$ cat src/hw/kwr_regs.svh
// register map, field positions, reset values and timing counts of the watchdog reset unit
`ifndef KWR_REGS_SVH
`define KWR_REGS_SVH

// register indices; byte address is four times the index
`define KWR_IDX_SEL        10'h0A9
`define KWR_IDX_KEY        10'h0AA

// selection register fields
`define KWR_FLD_FLAG       7
`define KWR_FLD_TAP        5
`define KWR_SEL_RST_COLD   8'h00
`define KWR_SEL_RST_WARM   8'h80

// key values
`define KWR_KEY_ARM        8'hA5
`define KWR_KEY_GO         8'h5A

// bus answers
`define KWR_RESP_OKAY      2'h0
`define KWR_RESP_SLVERR    2'h2

// timing: oscillator clock is CLK, 10 ns
`define KWR_CLKS_PER_STATE 2
`define KWR_STATES_PER_MC  6
`define KWR_MC_CLKS        (`KWR_CLKS_PER_STATE * `KWR_STATES_PER_MC)
`define KWR_HW_RST_MC      2
`define KWR_HW_RST_CLKS    (`KWR_HW_RST_MC * `KWR_MC_CLKS)
`define KWR_WD_DELAY_MC    2
`define KWR_SW_DELAY_MC    1
`define KWR_HOLD_MC        2
`define KWR_HOLD_CLKS      (`KWR_HOLD_MC * `KWR_MC_CLKS)
`define KWR_TICK_MC        2
`define KWR_TICK_CLKS      (`KWR_TICK_MC * `KWR_MC_CLKS)
`define KWR_WARN_CLKS      2
`define KWR_WD_BASE        22'h000040
`define KWR_TAP_BIT        12

`endif

$ cat src/hw/kwr_pkg.sv
// types of the watchdog reset unit
package kwr_pkg;

    typedef enum logic [1:0] {RS_IDLE, RS_PEND, RS_HOLD} kwr_rs_t;

    typedef struct packed {
        logic [3:0]  phase;
        logic [4:0]  hw_cnt;
        logic        hw_act;
        logic        en;
        logic        stage2;
        logic [3:0]  code;
        logic        flag;
        logic        ram_keep;
        logic [4:0]  wd_pre;
        logic [21:0] wd_cnt;
        kwr_rs_t     rs;
        logic [4:0]  rs_cnt;
        logic        aw_v;
        logic [11:0] aw_a;
        logic        w_v;
        logic [7:0]  w_d;
        logic        w_s;
        logic        bvalid;
        logic [1:0]  bresp;
        logic        rvalid;
        logic [7:0]  rdata;
        logic [1:0]  rresp;
    } kwr_state_t;

endpackage

$ cat src/hw/kwr_top.sv
// keyed watchdog and reset control unit with an AXI4-Lite register port
//
// Overview of operation
// - a machine cycle is six states of two clocks, twelve clocks in all
// - reset pin high for two machine cycles starts a hardware reset
// - power-on reset loads every register default; RAM content undefined
// - hardware reset equals power-on reset but RAM is kept
// - hardware reset wins over a pending watchdog or software reset
// - every reset disables the watchdog; interval writable while disabled
// - once enabled, only a reset stops the watchdog or changes its interval
// - clear zeroes the count; counting goes on without pause
// - count reaching the interval overflows; chip reset two machine cycles later
// - watchdog reset drives reset pin high in state one phases a,b
// - watchdog and software resets keep RAM content
// - selection register resets to 00H cold, 80H after watchdog/software reset
// - selection register writes are ignored once the watchdog is enabled
// - interval code sets timeout 1536 clocks doubled per step
// - interval reads back last written, or the interval in force
// - bit 5 mirrors bit 12 of the internal counter, read only
// - reset-cause flag set by watchdog/software reset, cleared by cold reset
// - reserved bits 4 and 6 may read any value
// - key register is write only; reads have no side effect
// - sequencer starts in stage one; only A5H advances to stage two
// - stage two: A5H stays, 5AH enables/clears, other value soft-resets
// - sequencer stage is kept across unrelated accesses
// - wrong second key resets whether or not watchdog was enabled
// - software reset: one more machine cycle, then two-cycle reset
//
// The AXI4-Lite interface to the registers was chosen for this implementation.
`include "kwr_regs.svh"

module kwr_top
    import kwr_pkg::*;
(
    // clock and power-on reset
    input  wire logic        CLK,
    input  wire logic        RSTN,
    // reset pin, open drain style
    input  wire logic        RST_PIN_I,
    output logic             RST_PIN_O,
    output logic             RST_PIN_OE,
    // reset towards the rest of the chip
    output logic             CHIP_RST,
    output logic             RAM_KEEP,
    // axi4-lite write address
    input  wire logic [11:0] S_AXI_AWADDR,
    input  wire logic        S_AXI_AWVALID,
    output logic             S_AXI_AWREADY,
    // axi4-lite write data
    input  wire logic [31:0] S_AXI_WDATA,
    input  wire logic [3:0]  S_AXI_WSTRB,
    input  wire logic        S_AXI_WVALID,
    output logic             S_AXI_WREADY,
    // axi4-lite write response
    output logic [1:0]       S_AXI_BRESP,
    output logic             S_AXI_BVALID,
    input  wire logic        S_AXI_BREADY,
    // axi4-lite read address
    input  wire logic [11:0] S_AXI_ARADDR,
    input  wire logic        S_AXI_ARVALID,
    output logic             S_AXI_ARREADY,
    // axi4-lite read data
    output logic [31:0]      S_AXI_RDATA,
    output logic [1:0]       S_AXI_RRESP,
    output logic             S_AXI_RVALID,
    input  wire logic        S_AXI_RREADY
);

    kwr_state_t  q;
    kwr_state_t  d;
    logic [21:0] limit;
    logic        do_wr;
    logic [7:0]  sel_rd;
    logic        tick;

    // reset images of the selection register; a literal cannot be bit-selected
    localparam logic [7:0] sel_cold  = `KWR_SEL_RST_COLD;
    localparam logic [7:0] sel_warm  = `KWR_SEL_RST_WARM;
    localparam int         ovf_dly   = `KWR_WD_DELAY_MC * `KWR_MC_CLKS - 1;
    localparam int         hold_last = `KWR_HOLD_CLKS - 1;

    ////////////////////////////////////////////////////////////////////////
    // derived values

    assign limit = `KWR_WD_BASE << q.code;
    assign tick  = (q.wd_pre == 5'(`KWR_TICK_CLKS - 1));
    assign do_wr = q.aw_v && q.w_v && !q.bvalid;
    // reserved bits read zero, software may not count on it
    assign sel_rd = {q.flag, 1'b0, q.wd_cnt[`KWR_TAP_BIT], 1'b0, q.code};

    assign S_AXI_AWREADY = !q.aw_v;
    assign S_AXI_WREADY  = !q.w_v;
    assign S_AXI_ARREADY = !q.rvalid;
    assign S_AXI_BVALID  = q.bvalid;
    assign S_AXI_BRESP   = q.bresp;
    assign S_AXI_RVALID  = q.rvalid;
    assign S_AXI_RRESP   = q.rresp;
    assign S_AXI_RDATA   = {24'h000000, q.rdata};

    // warning pulse in the first two clocks of the hold
    assign RST_PIN_O  = 1'b1;
    assign RST_PIN_OE = (q.rs == RS_HOLD) && (q.rs_cnt < 5'(`KWR_WARN_CLKS));
    assign CHIP_RST   = q.hw_act || (q.rs == RS_HOLD);
    assign RAM_KEEP   = q.ram_keep;

    ////////////////////////////////////////////////////////////////////////
    // next state

    always_comb begin
        d = q;

        // machine cycle phase
        if (q.phase == 4'(`KWR_MC_CLKS - 1)) begin
            d.phase = 4'h0;
        end else begin
            d.phase = q.phase + 4'h1;
        end

        // bus channel capture
        if (S_AXI_AWVALID && !q.aw_v) begin
            d.aw_v = 1'b1;
            d.aw_a = S_AXI_AWADDR;
        end
        if (S_AXI_WVALID && !q.w_v) begin
            d.w_v = 1'b1;
            d.w_d = S_AXI_WDATA[7:0];
            d.w_s = S_AXI_WSTRB[0];
        end
        if (q.bvalid && S_AXI_BREADY) begin
            d.bvalid = 1'b0;
        end
        if (q.rvalid && S_AXI_RREADY) begin
            d.rvalid = 1'b0;
        end

        // reads never touch watchdog or sequencer state
        if (S_AXI_ARVALID && !q.rvalid) begin
            d.rvalid = 1'b1;
            d.rresp  = `KWR_RESP_OKAY;
            d.rdata  = 8'h00;
            if (S_AXI_ARADDR[11:2] == `KWR_IDX_SEL && S_AXI_ARADDR[1:0] == 2'h0) begin
                d.rdata = sel_rd;
            end else if (S_AXI_ARADDR[11:2] == `KWR_IDX_KEY
                         && S_AXI_ARADDR[1:0] == 2'h0) begin
                d.rdata = 8'h00;
            end else begin
                d.rresp = `KWR_RESP_SLVERR;
            end
        end

        // watchdog count, prescaled by two machine cycles
        if (q.en) begin
            d.wd_pre = tick ? 5'h00 : q.wd_pre + 5'h01;
            if (tick) begin
                d.wd_cnt = q.wd_cnt + 22'h000001;
            end
            if (q.wd_cnt == limit && q.rs == RS_IDLE) begin
                d.rs     = RS_PEND;
                d.rs_cnt = 5'(`KWR_WD_DELAY_MC * `KWR_MC_CLKS - 2);
            end
        end

        // register writes; both channels held until both present
        if (do_wr) begin
            d.aw_v   = 1'b0;
            d.w_v    = 1'b0;
            d.bvalid = 1'b1;
            d.bresp  = `KWR_RESP_OKAY;
            if (q.aw_a[11:2] == `KWR_IDX_SEL && q.aw_a[1:0] == 2'h0) begin
                if (q.w_s && !q.en) begin
                    d.code = q.w_d[3:0];
                    // flag is stored but steers nothing
                    d.flag = q.w_d[`KWR_FLD_FLAG];
                end
            end else if (q.aw_a[11:2] == `KWR_IDX_KEY && q.aw_a[1:0] == 2'h0) begin
                if (q.w_s && q.rs == RS_IDLE) begin
                    if (!q.stage2) begin
                        // stage one ignores all but the arm key
                        d.stage2 = (q.w_d == `KWR_KEY_ARM);
                    end else if (q.w_d == `KWR_KEY_ARM) begin
                        d.stage2 = 1'b1;
                    end else if (q.w_d == `KWR_KEY_GO) begin
                        // enable, or clear without stopping the prescale
                        d.stage2 = 1'b0;
                        d.en     = 1'b1;
                        d.wd_cnt = 22'h000000;
                    end else begin
                        d.stage2 = 1'b0;
                        d.rs     = RS_PEND;
                        d.rs_cnt = 5'(`KWR_SW_DELAY_MC * `KWR_MC_CLKS - 2);
                    end
                end
            end else begin
                d.bresp = `KWR_RESP_SLVERR;
            end
        end

        // internal reset sequence
        unique case (q.rs)
            RS_IDLE: begin
            end
            RS_PEND: begin
                if (q.rs_cnt == 5'h00) begin
                    d.rs     = RS_HOLD;
                    d.phase  = 4'h0;
                end else begin
                    d.rs_cnt = q.rs_cnt - 5'h01;
                end
            end
            RS_HOLD: begin
                d.en       = 1'b0;
                d.stage2   = 1'b0;
                d.code     = sel_warm[3:0];
                d.flag     = sel_warm[`KWR_FLD_FLAG];
                d.wd_cnt   = 22'h000000;
                d.wd_pre   = 5'h00;
                d.ram_keep = 1'b1;
                if (q.rs_cnt == 5'(`KWR_HOLD_CLKS - 1)) begin
                    d.rs     = RS_IDLE;
                    d.rs_cnt = 5'h00;
                end else begin
                    d.rs_cnt = q.rs_cnt + 5'h01;
                end
            end
            default: begin
                d.rs = RS_IDLE;
            end
        endcase

        // hardware reset pin filter
        if (RST_PIN_I) begin
            if (q.hw_cnt == 5'(`KWR_HW_RST_CLKS - 1)) begin
                d.hw_act = 1'b1;
            end else begin
                d.hw_cnt = q.hw_cnt + 5'h01;
            end
        end else begin
            d.hw_cnt = 5'h00;
            d.hw_act = 1'b0;
        end

        // hardware reset overrides anything internal
        if (q.hw_act) begin
            d.en       = 1'b0;
            d.stage2   = 1'b0;
            d.code     = sel_cold[3:0];
            d.flag     = sel_cold[`KWR_FLD_FLAG];
            d.wd_cnt   = 22'h000000;
            d.wd_pre   = 5'h00;
            d.rs       = RS_IDLE;
            d.rs_cnt   = 5'h00;
            d.ram_keep = 1'b1;
        end
    end

    ////////////////////////////////////////////////////////////////////////
    // state register

    always_ff @(posedge CLK) begin
        if (!RSTN) begin
            q          <= '0;
            q.code     <= sel_cold[3:0];
            q.flag     <= sel_cold[`KWR_FLD_FLAG];
            q.rs       <= RS_IDLE;
            q.ram_keep <= 1'b0;
            q.bresp    <= `KWR_RESP_OKAY;
            q.rresp    <= `KWR_RESP_OKAY;
        end else begin
            q <= d;
        end
    end
endmodule

$ cat config.mk
export PLATFORM = sky130hd
export DESIGN_NAME = kwr_top
export DESIGN_NICKNAME = d
export VERILOG_FILES = /design/src/hw/kwr_pkg.sv /design/src/hw/kwr_top.sv
export VERILOG_INCLUDE_DIRS = /design/src /design/src/hw
export SDC_FILE = /design/constraint.sdc
export NUM_CORES = 1
export LEC_CHECK = 0
export BUFFER_PORTS_ARGS = -buffer_cell sky130_fd_sc_hd__buf_2
export CORE_ASPECT_RATIO = 1.2
export CORE_MARGIN = 2
export CORE_UTILIZATION = 34
export DETAILED_ROUTE_END_ITERATION = 7
export PLACE_DENSITY_LB_ADDON = 0.12
export SETUP_SLACK_MARGIN = 0.4
export SLEW_MARGIN = 40
export SYNTH_ARGS = -nofsm -noshare
export SYNTH_HDL_FRONTEND = slang
export SYNTH_SLANG_ARGS = --single-unit
$ cat constraint.sdc
create_clock -name CLK -period 2.3 [get_ports CLK]
set_input_delay 0.46 -clock CLK [delete_from_list [all_inputs] [get_ports CLK]]
set_output_delay 0.46 -clock CLK [all_outputs]
set_load 0.005 [all_outputs]
After elaboration in Yosys (flattened, before gate mapping)
Index checks and enable logic that the tools add are counted.
Word-level totals
  bits in registers: 85
  bits in latches: 0
  RAM bits: 0
  ROM bits: 0
  input bits: 68
  memories kept: 0
Cells by class
  add/subtract/negate cells: 5
  $mul: 0
  div/mod/pow operators: 0
  order comparisons: 1
  equality and inequality tests: 12
  shift-type cells: 1
  multiplexer cells: 35
  bitwise logic cells: 3
  reduce and logical (&&, ||, !) cells: 39
Operators by type and width (count)
  29-bit two-way mux: 6
  22-bit two-way mux: 2
  10-bit by 8-bit == test with 1-bit output, second input constant: 4
  35-bit two-way mux: 1
  34-bit two-way mux: 1
  30-bit two-way mux: 1
  22-bit by 1-bit adder with 22-bit output, second input constant: 1
  22-bit == test: 1
  7-bit by 4-bit << shifter with 22-bit output, first input constant: 1
  5-bit by 1-bit adder with 5-bit output, second input constant: 3
  5-bit == test, second input constant: 3
  1-bit logical AND: 15
  5-bit two-way mux: 3
  7-bit two-way mux: 2
  13-bit two-way mux: 1
  2-bit two-way mux: 6
  2-bit nonzero test: 6
  11-bit two-way mux: 1
  5-bit case mux with 2 select lines: 1
  8-bit by 7-bit == test with 1-bit output, second input constant: 1
  8-bit == test, second input constant: 1
  8-bit two-way mux: 1
  1-bit two-way mux: 7
  7-bit AND reduction: 1
  16 further kinds: 26

Depth between registers and ports, before layout
  depth in word-level cells: 15
  depth in mapped cells: 9
  depth with buffers taken out: 8

Worst setup path after synthesis
Ideal clock, no wire load.
  kind: register to register
  start: reg q[66] (netlist bit)
  end: reg q[58] (netlist bit)
  setup time: 128 ps
  data arrival time: 1808 ps
  data required time: 2172 ps
  path slack: 364 ps
  cell stages (with the launch flop): 8
  path buffers: 0
  clock period less this slack: 1936 ps
  path through: dfxtp_1 > ha_1 > nand3_1 > or4_1 > nor3_2 > nand4_1 > xor2_1 > nor2_1
On the way
  word-level cells in the longest chain between the ends: 10
RTL lines
  from (decl): line kwr_top.sv:69  | kwr_state_t q;
  5-bit == test *: line kwr_top.sv:86  | assign tick = (q.wd_pre == 5'(`KWR_TICK_CLKS - 1));
  22-bit two-way mux *: line kwr_top.sv:154  | if (tick) begin
  34-bit two-way mux *: line kwr_top.sv:152  | if (q.en) begin
  22-bit two-way mux: line kwr_top.sv:182  | end else if (q.w_d == `KWR_KEY_GO) begin
  29-bit two-way mux: line kwr_top.sv:180  | end else if (q.w_d == `KWR_KEY_ARM) begin
  29-bit two-way mux: line kwr_top.sv:177  | if (!q.stage2) begin
  29-bit two-way mux: line kwr_top.sv:176  | if (q.w_s && q.rs == RS_IDLE) begin
  29-bit two-way mux: line kwr_top.sv:175  | end else if (q.aw_a[11:2] == `KWR_IDX_KEY && q.aw_a[1:0] == 2'h0) begin
  29-bit two-way mux: line kwr_top.sv:169  | if (q.aw_a[11:2] == `KWR_IDX_SEL && q.aw_a[1:0] == 2'h0) begin
  30-bit two-way mux *: line kwr_top.sv:164  | if (do_wr) begin
Every way passes the cells marked *; elsewhere a longest branch is shown, timed or not.
A chain may end at the register's enable or synchronous reset.

Worst setup path after layout
  start: reg q[74] (netlist bit)
  end: reg q[39] (netlist bit)
On the way
  word-level cells in the longest chain between the ends: 14
RTL lines
  7-bit by 4-bit << shifter with 22-bit output (no line) *
  22-bit == test *: line kwr_top.sv:157  | if (q.wd_cnt == limit && q.rs == RS_IDLE) begin
  1-bit logical AND *: line kwr_top.sv:157
  7-bit two-way mux *: line kwr_top.sv:157
  34-bit two-way mux *: line kwr_top.sv:152
  7-bit two-way mux: line kwr_top.sv:182
  29-bit two-way mux: line kwr_top.sv:180
  29-bit two-way mux: line kwr_top.sv:177
  29-bit two-way mux: line kwr_top.sv:176
  29-bit two-way mux: line kwr_top.sv:175
  29-bit two-way mux: line kwr_top.sv:169
  30-bit two-way mux *: line kwr_top.sv:164
  5-bit two-way mux: line kwr_top.sv:203  | if (q.rs_cnt == 5'h00) begin
  5-bit case mux with 2 select lines *: line kwr_top.sv:199  | unique case (q.rs)
Marks and branches as above.

==> results.yml <==
sta:
  fin_ws_ps: 134
  tightest_slew_ps: 641
  rsz0062_at_grt: "true"
  setup_tns_ps: 0
  fmax_mhz: 462
  worst_slew_margin_rel_pct: 57.2
  period_needed_ps: 2170
  fin_crit_sh_pct: 94.2
  hold_viol: 0
  setup_viol: 0
  maxSlewViolCount: 0
  skew_ps: 8.00
setup_path:
  crit_arrival_ps: 2410
  reg2reg_to: "q[39]"
  path_max_fanout: 9
  cp_slowest_cell: "dfxtp_4"
  crit_path_start_kind: "flop"
  critical-path-max-stage-delay_ps: 380
  crit_chain: "buf_4, or3_1, a21oi_1, o22ai_2, nor4_2, nand4_2, buf_6, a2111oi_4"
  rr_worst_depth: 8
  r2r_start: "q[74]"
  critical_path_class: "reg -> reg"
  endpoint_kind: "flop"
  r2r_slack_ps: 130
  cp.required_ps: 2550
  crit_end: "q[39]"
  crit_start: "q[74]"
logic_synthesis:
  synth_top_area_share_pct: 35.6
  synth.distinct_cells: 65
  syn_area_sq_um: 4550
  async_flop_share_pct: 0
  yosysTopAreaCell: "dfxtp_1"
  syn_inst: 552
  yosysSeqAreaShare_pct: 35.6
  synth_edf_count: 0
  synthFlopType: "dfxtp_1"
  avgSynthCellArea_sq_um: 8.25
  synthTopCellsByArea: "dfxtp_1 (36%), buf_4 (6.6%), nand2_1 (6.0%)"
  synth_seq_cells: 81
  yosys_warnings: 0
floorplan:
  core_sq_um: 13200
  fp-row-count: 46
  die_area_sq_um: 14300
  initial_core_util_pct: 34.6
  die_y_um: 131
  num_io_pins: 113
  die_x_um: 110
cts:
  htreeDepth: 3
  numClockSinks: 81
  clk_pin_slew_ps: 60
  numCtsBuffers: 9
  clk_latency_ps: 350
  cts-root-buf: "clkbuf_16"
  cts.path.max_buffers: 2
  cts_tree: "yes"
placed_design:
  dp_slack_ps: 4.17
  gp_congestion: 0.804
  port_buffers: 56
  dp.cells: 773
  dp_hpwl_um: 7870
final_layout:
  layout_commonest_cell: "nand2_1"
  drive_gt1_share_pct: 33.0
  antenna_cells: 0
  nets: 724
  most-common-layout-cells: "nand2_1 (72), dfxtp_1 (65), buf_2 (57)"
  area_delta_synth_final_pct: 32.7
  fin_cells: 819
pwr:
  cellLeakagePower_nw: 2.37
  pwr_density_cell_nw_per_um2: 517
  total_power_w: 0.00313
  vdd_drop_max_v: 0.000354
drt:
  detail-route-antenna-nets: 0
  wl_um: 11700
  vias: 3962
  wl_per_cell_um: 14.2
  first_pass_iters: 4
  drc: 0
  drt-initial-drc-count: 147
  viasPerCell: 4.84
grt:
  grt_usage_pct: 16.4
  use_met1_pct: 19.8
  grt_pass1_vias: 3707
  met3_usage_pct: 3.13
  antenna_found_initial: 0
  grt_pass1_wl_um: 18300
  grt_use_met2_pct: 28.2
  grt_max_degree: 36
  grt.busiest_layer: "met2"
  overflow: 0
status:
  status: "finished clean"
min_path:
  hp-class: "in -> reg"
  holdCritStartpoint: "S_AXI_AWVALID"
job:
  cap_viol_max_count: 0
-- power breakdown --
part / switching, W / total (W) / internal [W]
Sequential: 0.0000299 / 0.00146 / 0.00143
Combinational: 0.000112 / 0.000215 / 0.000104
Clock: 0.000582 / 0.00145 / 0.000867
-- worst max-delay path: cells and delay by family, from the launching register on --
kind                   cells  cell delay [ps]
and+or+nand+nor            3              810
AOI/OAI and AO/OA          3              560
DFF                        1              380
buffers and inverters      2              310
-- registers in the layout, indices dropped and copies added (netlist names) --
register / flops
S_AXI_RRESP: 1
S_AXI_RDATA: 6
S_AXI_RVALID: 1
RAM_KEEP: 1
S_AXI_BRESP: 1
q: 70
S_AXI_BVALID: 1
-- how the worst min path moves through the flow --
| stage | endpoint | slack, ps | cells after the start |
|---|---|---|---|
| finish | q[36] | 350 | 3 |
| global route | q[36] | 350 | 3 |
| detailed placement | RAM_KEEP | 450 | 1 |
| CTS | q[36] | 340 | 3 |
| floorplan | q[35] | 440 | 2 |
| global placement | RAM_KEEP | 450 | 1 |
-- metal layers --
layer / routed length (um) / part of all wire (%) / up-vias
li1: - / - / 2036
met1: 5010 / 43 / 1843
met2: 6090 / 52 / 65
met3: 325 / 2.8 / 18
met4: 231 / 2.0 / 0
met5: 0 / 0 / -
-- kinds of logic (layout without fill, tap and decap cells) --
family	after synthesis	count (layout)	share of synthesized area [%]
AO/OA/AOI/OAI	87	87	13.6
adder cells (fa/ha/maj)	10	10	2.75
multiplexers	8	8	1.76
buffers and inverters	85	157	10.9
XOR/XNOR	32	32	6.15
other	2	29	0.165
flip-flops	81	81	35.6
AND/OR/NAND/NOR	247	247	29.1
-- Yosys cell counts (9+ instances only) --
master / instances
a21oi_1: 13
inv_1: 21
nand2_1: 73
nor2b_1: 14
a21boi_0: 22
nand3_1: 14
xor2_1: 12
clkbuf_1: 17
dfxtp_1: 81
ha_1: 10
nor4b_1: 10
buf_4: 40
xnor2_1: 20
nor2_1: 62
a22oi_1: 9
-- layout make-up --
| class | count | area (sq um) |
|---|---|---|
| timing repair buffer | 120 | 853 |
| inverter | 21 | 78.8 |
| clock inverter | 5 | 55.1 |
| clock buffer | 11 | 243 |
| tap | 168 | 210 |
| multi-input combinational | 413 | 2960 |
| fill | 1328 | 7130 |
| sequential | 81 | 1650 |
-- stage by stage --
stage / util, % / hold slack [ps] / cell area [sq um]
2_1_floorplan: - / 443 / 4670
3_3_place_gp: 37.9 / 451 / 5000
3_5_place_dp: 37.9 / 449 / 5000
4_1_cts: 42.1 / 343 / 5550
5_1_grt: 45.9 / 347 / 6050
6_report: 45.9 / 351 / 6050
-- repair_timing --
action,in CTS,in global routing
buffers inserted,13,14
hold buffers,0,0
resized for setup,37,80
pin swaps,12,41
setup endpoints to repair,36,36
cloned,1,2
No activity file was read; power rests on OpenSTA's default activity.
